<file path="config.mk">
export PLATFORM = sky130hd
export DESIGN_NAME = fan_limit_regs
export DESIGN_NICKNAME = d
export VERILOG_FILES = /design/src/fan_limit_pkg.sv /design/src/fan_limit_regs.sv
export SDC_FILE = /design/constraint.sdc
export NUM_CORES = 1
export LEC_CHECK = 0
export BUFFER_PORTS_ARGS = -buffer_cell sky130_fd_sc_hd__buf_2
export CAP_MARGIN = 20
export CORE_ASPECT_RATIO = 0.5
export CORE_UTILIZATION = 58
export DETAILED_ROUTE_END_ITERATION = 8
export PLACE_DENSITY = 0.92
export SKIP_CTS_REPAIR_TIMING = 1
export SYNTH_ARGS = -nofsm -noshare
export SYNTH_HDL_FRONTEND = slang
export SYNTH_SLANG_ARGS = --single-unit
</file>
<file path="constraint.sdc">
create_clock -name clk -period 9.85 [get_ports clk]
set_input_delay 1.97 -clock clk [delete_from_list [all_inputs] [get_ports clk]]
set_output_delay 1.97 -clock clk [all_outputs]
set_load 0.05 [all_outputs]
</file>
<file path="src/fan_limit_pkg.sv">
/*
 fan limit register bank: offsets, reset values and field positions.
 assumes a classic wishbone slave with 32-bit data, one register per word.
*/
package fan_limit_pkg;
	localparam int          ADDR_W          = 10;
	// printed offsets are register indices; byte address is four times
	localparam logic [7:0]  IDX_MIN_DUTY0   = 8'h64;
	localparam logic [7:0]  IDX_START_R1    = 8'h67;
	localparam logic [7:0]  IDX_START_LOC   = 8'h68;
	localparam logic [7:0]  IDX_START_R2    = 8'h69;
	localparam logic [7:0]  IDX_CRIT_R1     = 8'h6A;
	localparam logic [7:0]  IDX_CRIT_LOC    = 8'h6B;
	localparam logic [7:0]  IDX_CRIT_R2     = 8'h6C;
	localparam logic [7:0]  IDX_HYST_R1LOC  = 8'h6D;
	localparam logic [7:0]  IDX_HYST_R2     = 8'h6E;
	localparam logic [7:0]  IDX_XOR_TEST    = 8'h6F;
	localparam logic [7:0]  IDX_OFS_R1      = 8'h70;
	localparam logic [7:0]  IDX_OFS_LOC     = 8'h71;
	localparam logic [7:0]  IDX_CONTROL     = 8'h80;
	localparam logic [7:0]  IDX_STATUS      = 8'h81;
	localparam logic [7:0]  IDX_IRQ_MASK    = 8'h82;
	localparam logic [7:0]  RST_MIN_DUTY    = 8'h80;
	localparam logic [7:0]  RST_START       = 8'h5A;
	localparam logic [7:0]  RST_CRIT        = 8'h64;
	localparam logic [7:0]  RST_HYST_R1LOC  = 8'h44;
	localparam logic [7:0]  RST_HYST_R2     = 8'h40;
	localparam logic [7:0]  RST_ZERO        = 8'h00;
	localparam logic [7:0]  CRIT_DISABLE    = 8'h80;
	localparam logic [7:0]  DUTY_FULL       = 8'hFF;
	localparam logic [7:0]  DUTY_OFF        = 8'h00;
	// control register fields
	localparam int          CTL_LOCK        = 0;
	localparam int          CTL_AUTO        = 1;
	localparam int          CTL_CRIT_OE     = 2;
	localparam int          CTL_BELOW_SEL   = 4;
	localparam int          CTL_SPAN        = 8;
	// status fields: one override bit per channel, one pin-assert bit
	localparam int          ST_CRIT_PIN     = 3;
endpackage

</file>
<file path="src/fan_limit_regs.sv">
/*
 fan control limit register bank with automatic duty control per channel.
 assumes temperature readings in quarter degrees from the same clock domain,
 and a fixed channel-to-output pairing: output i follows channel i.
*/
// Added by the designer: register access over Wishbone.
// Functional notes
// - minimum duty code is a linear fraction, 0x00 off, 0xFF full.
// - above start temperature fan runs minimum duty, rising over the span.
// - any channel above its critical limit forces all outputs full duty.
// - critical limit code 0x80 disables that channel's override.
// - override holds until temperature drops below limit minus hysteresis.
// - critical pin, when enabled, asserts low a quarter degree over limit.
// - each channel holds a 4-bit hysteresis, up to fifteen degrees.
// - below start, fan stays at minimum until start minus hysteresis.
// - one hysteresis per channel serves both fan-off and override release.
// - lock bit makes limit, hysteresis, test and offset registers read-only.
// - test register bit 0 enters xor tree test mode, clear leaves it.
// - remote 1 reading gets signed quarter-degree offset added.
// - local reading gets signed quarter-degree offset added.
// - per-output select picks zero or minimum duty below start-hysteresis.
// - minimum duty registers are read-only in automatic mode.
`timescale 1ns/100ps
module fan_limit_regs
	import fan_limit_pkg::*;
#(
	parameter int NCH = 3
) (
	input  wire logic              clk,
	input  wire logic              resetn,
	input  wire logic [ADDR_W-1:0] wb_adr_i,
	input  wire logic [31:0]       wb_dat_i,
	input  wire logic [3:0]        wb_sel_i,
	input  wire logic              wb_we_i,
	input  wire logic              wb_cyc_i,
	input  wire logic              wb_stb_i,
	output logic      [31:0]       wb_dat_o,
	output logic                   wb_ack_o,
	input  wire logic [9:0]        temp_remote1,
	input  wire logic [9:0]        temp_local,
	input  wire logic [9:0]        temp_remote2,
	output logic      [7:0]        duty_0,
	output logic      [7:0]        duty_1,
	output logic      [7:0]        duty_2,
	output logic                   critical_temp_signal_n,
	output logic                   xor_test_enable,
	output logic                   irq
);
	logic [7:0]  min_duty_q [NCH];
	logic [7:0]  start_q    [NCH];
	logic [7:0]  crit_q     [NCH];
	logic [7:0]  hyst_r1loc_q;
	logic [7:0]  hyst_r2_q;
	logic [7:0]  xor_test_q;
	logic [7:0]  ofs_r1_q;
	logic [7:0]  ofs_loc_q;
	logic [15:0] control_q;
	logic [7:0]  status_q;
	logic [7:0]  mask_q;
	logic [NCH-1:0] run_q;
	logic [NCH-1:0] ovr_q;
	logic [7:0]  duty_q [NCH];
	logic        crit_pin_q;
	logic [31:0] rdata_d;
	logic [7:0]  ev_d;

	wire         access = wb_cyc_i & wb_stb_i & ~wb_ack_o;
	wire [7:0]   idx    = wb_adr_i[ADDR_W-1:2];
	wire         wr0    = access & wb_we_i & wb_sel_i[0];
	wire         wr1    = access & wb_we_i & wb_sel_i[1];
	wire         locked = control_q[CTL_LOCK];
	wire         auto   = control_q[CTL_AUTO];

	// corrected readings, quarter degrees, signed 11 bits
	logic signed [10:0] corr [NCH];
	logic [3:0]          hyst [NCH];
	assign corr[0] = $signed({1'b0, temp_remote1})
		+ {{3{ofs_r1_q[7]}}, ofs_r1_q};
	assign corr[1] = $signed({1'b0, temp_local})
		+ {{3{ofs_loc_q[7]}}, ofs_loc_q};
	assign corr[2] = $signed({1'b0, temp_remote2});
	assign hyst[0] = hyst_r1loc_q[7:4];
	assign hyst[1] = hyst_r1loc_q[3:0];
	assign hyst[2] = hyst_r2_q[7:4];

	// bus ack, one cycle after request, dropped the next
	always_ff @(posedge clk or negedge resetn) begin
		if (!resetn) begin
			wb_ack_o <= 1'b0;
		end else begin
			wb_ack_o <= access;
		end
	end

	always_comb begin
		rdata_d = 32'h0000_0000;
		case (idx)
			IDX_HYST_R1LOC: rdata_d[7:0] = hyst_r1loc_q;
			IDX_HYST_R2:    rdata_d[7:0] = hyst_r2_q;
			IDX_XOR_TEST:   rdata_d[7:0] = xor_test_q;
			IDX_OFS_R1:     rdata_d[7:0] = ofs_r1_q;
			IDX_OFS_LOC:    rdata_d[7:0] = ofs_loc_q;
			IDX_CONTROL:    rdata_d[15:0] = control_q;
			IDX_STATUS:     rdata_d[7:0] = status_q;
			IDX_IRQ_MASK:   rdata_d[7:0] = mask_q;
			default: begin
				for (int i = 0; i < NCH; i++) begin
					if (idx == IDX_MIN_DUTY0 + 8'(i))
						rdata_d[7:0] = min_duty_q[i];
					if (idx == IDX_START_R1 + 8'(i))
						rdata_d[7:0] = start_q[i];
					if (idx == IDX_CRIT_R1 + 8'(i))
						rdata_d[7:0] = crit_q[i];
				end
			end
		endcase
	end

	always_ff @(posedge clk or negedge resetn) begin
		if (!resetn) begin
			wb_dat_o <= 32'h0000_0000;
		end else if (access && !wb_we_i) begin
			wb_dat_o <= rdata_d;
		end
	end

	genvar g;
	generate
		for (g = 0; g < NCH; g++) begin : ch
			wire [7:0] dg = corr[g][9:2];
			wire       neg = corr[g][10];
			wire above_start = !neg && dg > start_q[g];
			// add on the left so a small start cannot wrap below zero
			wire below_off = neg ||
				{1'b0, dg} + {5'h00, hyst[g]} < {1'b0, start_q[g]};
			wire crit_en = crit_q[g] != CRIT_DISABLE;
			wire above_crit = !neg && dg > crit_q[g];
			wire below_rel = neg ||
				{1'b0, dg} + {5'h00, hyst[g]} < {1'b0, crit_q[g]};
			wire [8:0] over = {1'b0, dg} - {1'b0, start_q[g]};
			wire [15:0] ramp = 16'(over) *
				16'(8'hFF - min_duty_q[g]);
			// one span field shared by all channels
			wire [3:0] span = control_q[CTL_SPAN +: 4];
			// saturate on the full-width sum so a big step never wraps
			wire [16:0] dsum = {9'h000, min_duty_q[g]} +
				{1'b0, ramp >> span};

			always_ff @(posedge clk or negedge resetn) begin
				if (!resetn) begin
					min_duty_q[g] <= RST_MIN_DUTY;
				end else if (wr0 && !auto &&
					idx == IDX_MIN_DUTY0 + 8'(g)) begin
					min_duty_q[g] <= wb_dat_i[7:0];
				end
			end

			always_ff @(posedge clk or negedge resetn) begin
				if (!resetn) begin
					start_q[g] <= RST_START;
					crit_q[g]  <= RST_CRIT;
				end else if (wr0 && !locked) begin
					if (idx == IDX_START_R1 + 8'(g))
						start_q[g] <= wb_dat_i[7:0];
					if (idx == IDX_CRIT_R1 + 8'(g))
						crit_q[g] <= wb_dat_i[7:0];
				end
			end

			always_ff @(posedge clk or negedge resetn) begin
				if (!resetn) begin
					run_q[g] <= 1'b0;
				end else if (above_start) begin
					run_q[g] <= 1'b1;
				end else if (below_off) begin
					run_q[g] <= 1'b0;
				end
			end

			always_ff @(posedge clk or negedge resetn) begin
				if (!resetn) begin
					ovr_q[g] <= 1'b0;
				end else if (!crit_en) begin
					ovr_q[g] <= 1'b0;
				end else if (above_crit) begin
					ovr_q[g] <= 1'b1;
				end else if (below_rel) begin
					ovr_q[g] <= 1'b0;
				end
			end

			always_ff @(posedge clk or negedge resetn) begin
				if (!resetn) begin
					duty_q[g] <= DUTY_OFF;
				end else if (|ovr_q) begin
					duty_q[g] <= DUTY_FULL;
				end else if (!auto) begin
					duty_q[g] <= min_duty_q[g];
				end else if (above_start) begin
					duty_q[g] <= (dsum > 17'h000FF) ? DUTY_FULL :
						dsum[7:0];
				end else if (run_q[g]) begin
					duty_q[g] <= min_duty_q[g];
				end else begin
					duty_q[g] <= control_q[CTL_BELOW_SEL+g] ?
						min_duty_q[g] : DUTY_OFF;
				end
			end
		end
	endgenerate

	always_ff @(posedge clk or negedge resetn) begin
		if (!resetn) begin
			hyst_r1loc_q <= RST_HYST_R1LOC;
			hyst_r2_q    <= RST_HYST_R2;
			xor_test_q   <= RST_ZERO;
			ofs_r1_q     <= RST_ZERO;
			ofs_loc_q    <= RST_ZERO;
		end else if (wr0 && !locked) begin
			case (idx)
				IDX_HYST_R1LOC: hyst_r1loc_q <= wb_dat_i[7:0];
				IDX_HYST_R2:    hyst_r2_q    <= wb_dat_i[7:0];
				IDX_XOR_TEST:   xor_test_q   <= wb_dat_i[7:0];
				IDX_OFS_R1:     ofs_r1_q     <= wb_dat_i[7:0];
				IDX_OFS_LOC:    ofs_loc_q    <= wb_dat_i[7:0];
				default: ;
			endcase
		end
	end

	// lock is sticky until reset, like a real lock should be
	always_ff @(posedge clk or negedge resetn) begin
		if (!resetn) begin
			control_q <= 16'h0000;
		end else if (idx == IDX_CONTROL && !locked) begin
			if (wr0)
				control_q[7:0] <= wb_dat_i[7:0];
			if (wr1)
				control_q[15:8] <= wb_dat_i[15:8];
		end
	end

	always_ff @(posedge clk or negedge resetn) begin
		if (!resetn) begin
			mask_q <= 8'h00;
		end else if (wr0 && idx == IDX_IRQ_MASK) begin
			mask_q <= wb_dat_i[7:0];
		end
	end

	always_ff @(posedge clk or negedge resetn) begin
		if (!resetn) begin
			crit_pin_q <= 1'b0;
		end else begin
			crit_pin_q <= 1'b0;
			for (int i = 0; i < NCH; i++)
				if (crit_q[i] != CRIT_DISABLE &&
					corr[i] > $signed({1'b0, crit_q[i], 2'b00}))
					crit_pin_q <= control_q[CTL_CRIT_OE];
		end
	end

	always_comb begin
		ev_d = 8'h00;
		ev_d[NCH-1:0] = ovr_q;
		ev_d[ST_CRIT_PIN] = crit_pin_q;
	end

	// read clears status, but a same-cycle event still sets
	always_ff @(posedge clk or negedge resetn) begin
		if (!resetn) begin
			status_q <= 8'h00;
		end else begin
			status_q <= ((access && !wb_we_i && idx == IDX_STATUS) ?
				8'h00 : status_q) | ev_d;
		end
	end

	always_ff @(posedge clk or negedge resetn) begin
		if (!resetn) begin
			irq <= 1'b0;
		end else begin
			irq <= |(status_q & mask_q);
		end
	end

	always_ff @(posedge clk or negedge resetn) begin
		if (!resetn) begin
			critical_temp_signal_n <= 1'b1;
			xor_test_enable        <= 1'b0;
		end else begin
			critical_temp_signal_n <= ~crit_pin_q;
			xor_test_enable        <= xor_test_q[0];
		end
	end

	assign duty_0 = duty_q[0];
	assign duty_1 = duty_q[1];
	assign duty_2 = duty_q[2];

	property p_fail_safe;
		@(posedge clk) disable iff (!resetn)
		|ovr_q |=> (duty_q[0] == DUTY_FULL && duty_q[2] == DUTY_FULL);
	endproperty
	a_fail_safe: assert property (p_fail_safe)
		else $error("override without full duty");

	property p_disabled;
		@(posedge clk) disable iff (!resetn)
		crit_q[1] == CRIT_DISABLE |=> !ovr_q[1];
	endproperty
	a_disabled: assert property (p_disabled)
		else $error("override active on disabled channel");

	property p_lock;
		@(posedge clk) disable iff (!resetn)
		locked |=> $stable(start_q[0]) && $stable(ofs_r1_q)
			&& $stable(hyst_r1loc_q);
	endproperty
	a_lock: assert property (p_lock)
		else $error("locked register changed");

	property p_min_auto;
		@(posedge clk) disable iff (!resetn)
		auto && $past(auto) |-> $stable(min_duty_q[0]);
	endproperty
	a_min_auto: assert property (p_min_auto)
		else $error("minimum duty changed in auto");

	property p_xor;
		@(posedge clk) disable iff (!resetn)
		##1 xor_test_enable == $past(xor_test_q[0]);
	endproperty
	a_xor: assert property (p_xor)
		else $error("test enable out of step");

	property p_ack;
		@(posedge clk) disable iff (!resetn)
		access |=> wb_ack_o ##1 !wb_ack_o;
	endproperty
	a_ack: assert property (p_ack)
		else $error("ack not a single cycle");

	property p_manual;
		@(posedge clk) disable iff (!resetn)
		!auto && !(|ovr_q) |=> duty_q[1] == $past(min_duty_q[1]);
	endproperty
	a_manual: assert property (p_manual)
		else $error("manual duty not minimum");

	property p_irq;
		@(posedge clk) disable iff (!resetn)
		(status_q & mask_q) != 8'h00 |=> irq;
	endproperty
	a_irq: assert property (p_irq)
		else $error("irq missing");
endmodule
</file>
==> results_dict.tcl, run 1 <==
set metrics [dict create \
    pin_count 141 \
    yosys_warnings 0 \
    cts_root_buf "clkbuf_16" \
    synth_area_per_cell_um2 8.786 \
    cts_made_buffers 17 \
    die_x_um 290.2 \
    outcome "did not finish" \
    grt-ovfl-total 69 \
    ys_seq_area_share_pct 19.98 \
    dp.cells 3698 \
    synth_top_area_cell "dfrtp_1" \
    start_util_pct 59.25 \
    row_count 52 \
    synth_ff_type "dfrtp_1" \
    clockBufferDepth 2 \
    synth-edff-count 0 \
    ys_async_sr_fraction_pct 100.0 \
    synth_most_common_cell "inv_1" \
    dp_hpwl_mm 66.35 \
    synthTopCellsByCount "inv_1, nor2_1, ha_1" \
    portBuffers 104 \
    ys_top_cells_by_area "dfrtp_1, ha_1, fa_1" \
    htreeDepth 4 \
    synthCells 2742 \
    cts_sinks 191 \
    yosysTopAreaCellShare_pct 16.93 \
    pre_cts_ws_ns -2.244 \
    grtUsageTotal_pct 67.50 \
    first-error "[ERROR GRT-0232] Routing congestion too high. Check the congestion heatmap in the GUI." \
    post_dp_cell_area_mm2 0.02843 \
    place_congestion 0.9835 \
    ys_types 130 \
    synth_area_mm2 0.02409 \
    lastStage "global routing (5_1_grt)" \
    dieHeight_um 146.1 \
    ys_seq_elements 191 \
    grt_max_degree 104 \
]
through the flow:
step	setup TNS, ns	hold WS, ns
4_1_cts	-36.19	0.3877
3_3_place_gp	-34.10	0.3605
2_1_floorplan	-16.57	0.3481
3_5_place_dp	-43.36	0.3755
metal layers:
metal / global-route usage (%) / overflow
met5: 52.55 / 0
met2: 79.44 / 27
met4: 57.31 / 27
met1: 66.85 / 6
met3: 61.23 / 9
cell families after synthesis:
logic type	count (synthesis)	synth area share, %
simple gates	831	17.27
compound gates	645	18.90
buf+inv	419	7.640
fa+ha+maj	397	24.89
flops	191	19.98
mux	156	7.468
xor+xnor	102	3.828
other cells	1	0.01557
==> inputs of run 2 (changes only) <==
--- a/config.mk
+++ b/config.mk
@@ -7,10 +7,9 @@
 export LEC_CHECK = 0
 export BUFFER_PORTS_ARGS = -buffer_cell sky130_fd_sc_hd__buf_2
 export CAP_MARGIN = 20
-export CORE_ASPECT_RATIO = 0.5
-export CORE_UTILIZATION = 58
+export CORE_UTILIZATION = 40
 export DETAILED_ROUTE_END_ITERATION = 8
-export PLACE_DENSITY = 0.92
+export PLACE_DENSITY_LB_ADDON = 0.15
 export SKIP_CTS_REPAIR_TIMING = 1
 export SYNTH_ARGS = -nofsm -noshare
 export SYNTH_HDL_FRONTEND = slang
==> constraint.sdc (replaced) <==
create_clock -name clk -period 12.8 [get_ports clk]
set_input_delay 2.56 -clock clk [delete_from_list [all_inputs] [get_ports clk]]
set_output_delay 2.56 -clock clk [all_outputs]
set_load 0.05 [all_outputs]
==> run 2 against run 1 <==
Compared with the run above: the run now ends clean; synthesized cell count unchanged; synthesized area is the same.
==> results_dict.tcl, run 2 <==
set metrics [dict create \
    wl_per_cell_um 20.64 \
    cp.arrival_ns 12.81 \
    synthTopCellsByCount "inv_1, nor2_1, ha_1" \
    die_area_mm2 0.06121 \
    first_global_vias 21328 \
    fin_crit_ns 12.47 \
    htreeDepth 4 \
    ys_async_sr_fraction_pct 100.0 \
    ys_types 130 \
    antenna_found_initial 0 \
    dieHeight_um 247.4 \
    wirelength_mm 78.60 \
    gr-usage-met3_pct 3.666 \
    ys_seq_area_share_pct 19.98 \
    die_x_um 247.4 \
    r2r_cells 46 \
    critical_path_depth 45 \
    pin_count 141 \
    synth_ff_type "dfrtp_1" \
    synth_top_area_cell "dfrtp_1" \
    clock_skew_ns 0.02481 \
    reg_top3 "crit_q: 24 flops, min_duty_q: 24 flops, start_q: 24 flops" \
    slew_viol_final 0 \
    use_met1_pct 36.23 \
    required_ns 13.14 \
    synth_most_common_cell "inv_1" \
    drc_errors 0 \
    finalNetCount 3500 \
    dp.cells 3763 \
    gr-usage-met2_pct 40.80 \
    place_congestion 0.9260 \
    grt-ovfl-total 0 \
    dp_hpwl_mm 62.09 \
    yosys_warnings 0 \
    grt_max_degree 84 \
    hold-worst-slack_ns 0.3939 \
    finalHoldViolCount 0 \
    hold_path_depth 1 \
    outcome "finished clean" \
    fin_ws_ns 0.3277 \
    hp-class "reg -> reg" \
    clockBufferDepth 2 \
    crit_top_cell "fa_1" \
    crit_slowest_cell "fa_1" \
    pre_cts_ws_ns -0.6821 \
    syn_to_final_growth_pct 15.79 \
    final_cell_mix "inv_1, buf_4, nor2_1, ha_1, dfrtp_1" \
    synth-edff-count 0 \
    yosysTopAreaCellShare_pct 16.93 \
    critPathTopFamily "adder cells" \
    synth_area_per_cell_um2 8.786 \
    crit_fanout 8 \
    vias_per_cell 5.635 \
    start_util_pct 40.67 \
    cts_tree "done" \
    portBuffers 104 \
    busiest_layer "met2" \
    cts_made_buffers 17 \
    drtAntennaViolNets 0 \
    num_vias 21462 \
    drv_cap 0 \
    worstSetupPathType "in -> reg" \
    drive_above_1_share_pct 24.48 \
    cp-end-kind "flop" \
    drt_iter0_drc 1585 \
    max_stage_delay_ns 0.56 \
    cts_root_buf "clkbuf_16" \
    finalCritPeriodShare_pct 97.44 \
    cts_sinks 191 \
    ys_top_cells_by_area "dfrtp_1, ha_1, fa_1" \
    layout_commonest_cell "inv_1" \
    grtUsageTotal_pct 25.92 \
    core_mm2 0.05924 \
    worst-path-buf-inv 7 \
    setup_viol 0 \
    slew-limit-headroom_pct 26.60 \
    row_count 89 \
    fmax_mhz 80.18 \
    grt_pass1_wl_mm 122.3 \
    synth_area_mm2 0.02409 \
    clkTransAtPathRegs_ns 0.07 \
    final_cells 3809 \
    ys_seq_elements 191 \
    clkLatencyLatePin_ns 0.51 \
    worst-slew-pin-transition_ns 1.101 \
    drt_pass1_iterations 8 \
    synthCells 2742 \
    startpoint_type "input pin" \
]
-- run 2: cell counts after synthesis --
Identical to the previous run, type by type.
-- run 2: path summary, 6_finish.rpt --
| kind | from | endpoint | slack, ns |
|---|---|---|---|
| worst max-delay path | temp_local[0] | duty_1[4] | 0.33 |
| worst min-delay path | crit_pin_q | critical_temp_signal_n | 0.39 |
| worst max register to register | ofs_r1_q[0] | duty_0[1] | 2.04 |
| min in group asynchronous | resetn | control_q[12] | 2.12 |
| worst min register to register | crit_pin_q | critical_temp_signal_n | 0.39 |
| max in group asynchronous | resetn | min_duty_q[22] | 9.35 |
-- run 2: routing by layer --
| layer | vias up | routed length (um) |
|---|---|---|
| met4 | 0 | 2446 |
| met3 | 96 | 4184 |
| met2 | 671 | 35550 |
| met5 | - | 0 |
| met1 | 10508 | 36420 |
| li1 | 10187 | - |
-- run 2: final cells by class --
cell class | count | area (um2)
Antenna cell | 1 | 2.502
Fill cell | 5777 | 31350
Clock inverter | 13 | 145.1
Inverter | 286 | 1074
Clock buffer | 19 | 432.9
Multi-Input combinational cell | 2147 | 17820
Tap cell | 773 | 967.2
Sequential cell | 191 | 4818
Timing Repair Buffer | 379 | 2631
-- run 2: kinds of logic (layout without fill, tap and decap cells) --
family	count (synthesis)	in the layout	synth area share, %
AND/OR/NAND/NOR	831	831	17.27
AO/OA/AOI/OAI	645	645	18.90
buffers and inverters	419	697	7.640
adder cells (fa/ha/maj)	397	397	24.89
flip-flops	191	191	19.98
multiplexers	156	156	7.468
XOR/XNOR	102	102	3.828
other	1	17	0.01557
-- run 2: per-stage QoR --
stage	TNS (ns)	utilization (%)	cell area (um2)
final	0	47.09	27900
after global routing	-0.4794	47.08	27890
after CTS	-0.6710	46.41	27490
after detailed placement	-8.756	45.43	26910
after global placement	-5.749	45.43	26910
after floorplan	0	-	24150
Power of run 2 is left out: the tool's default activity adds up to more than one toggle a clock period on the data nets, which glitch-free logic cannot reach.
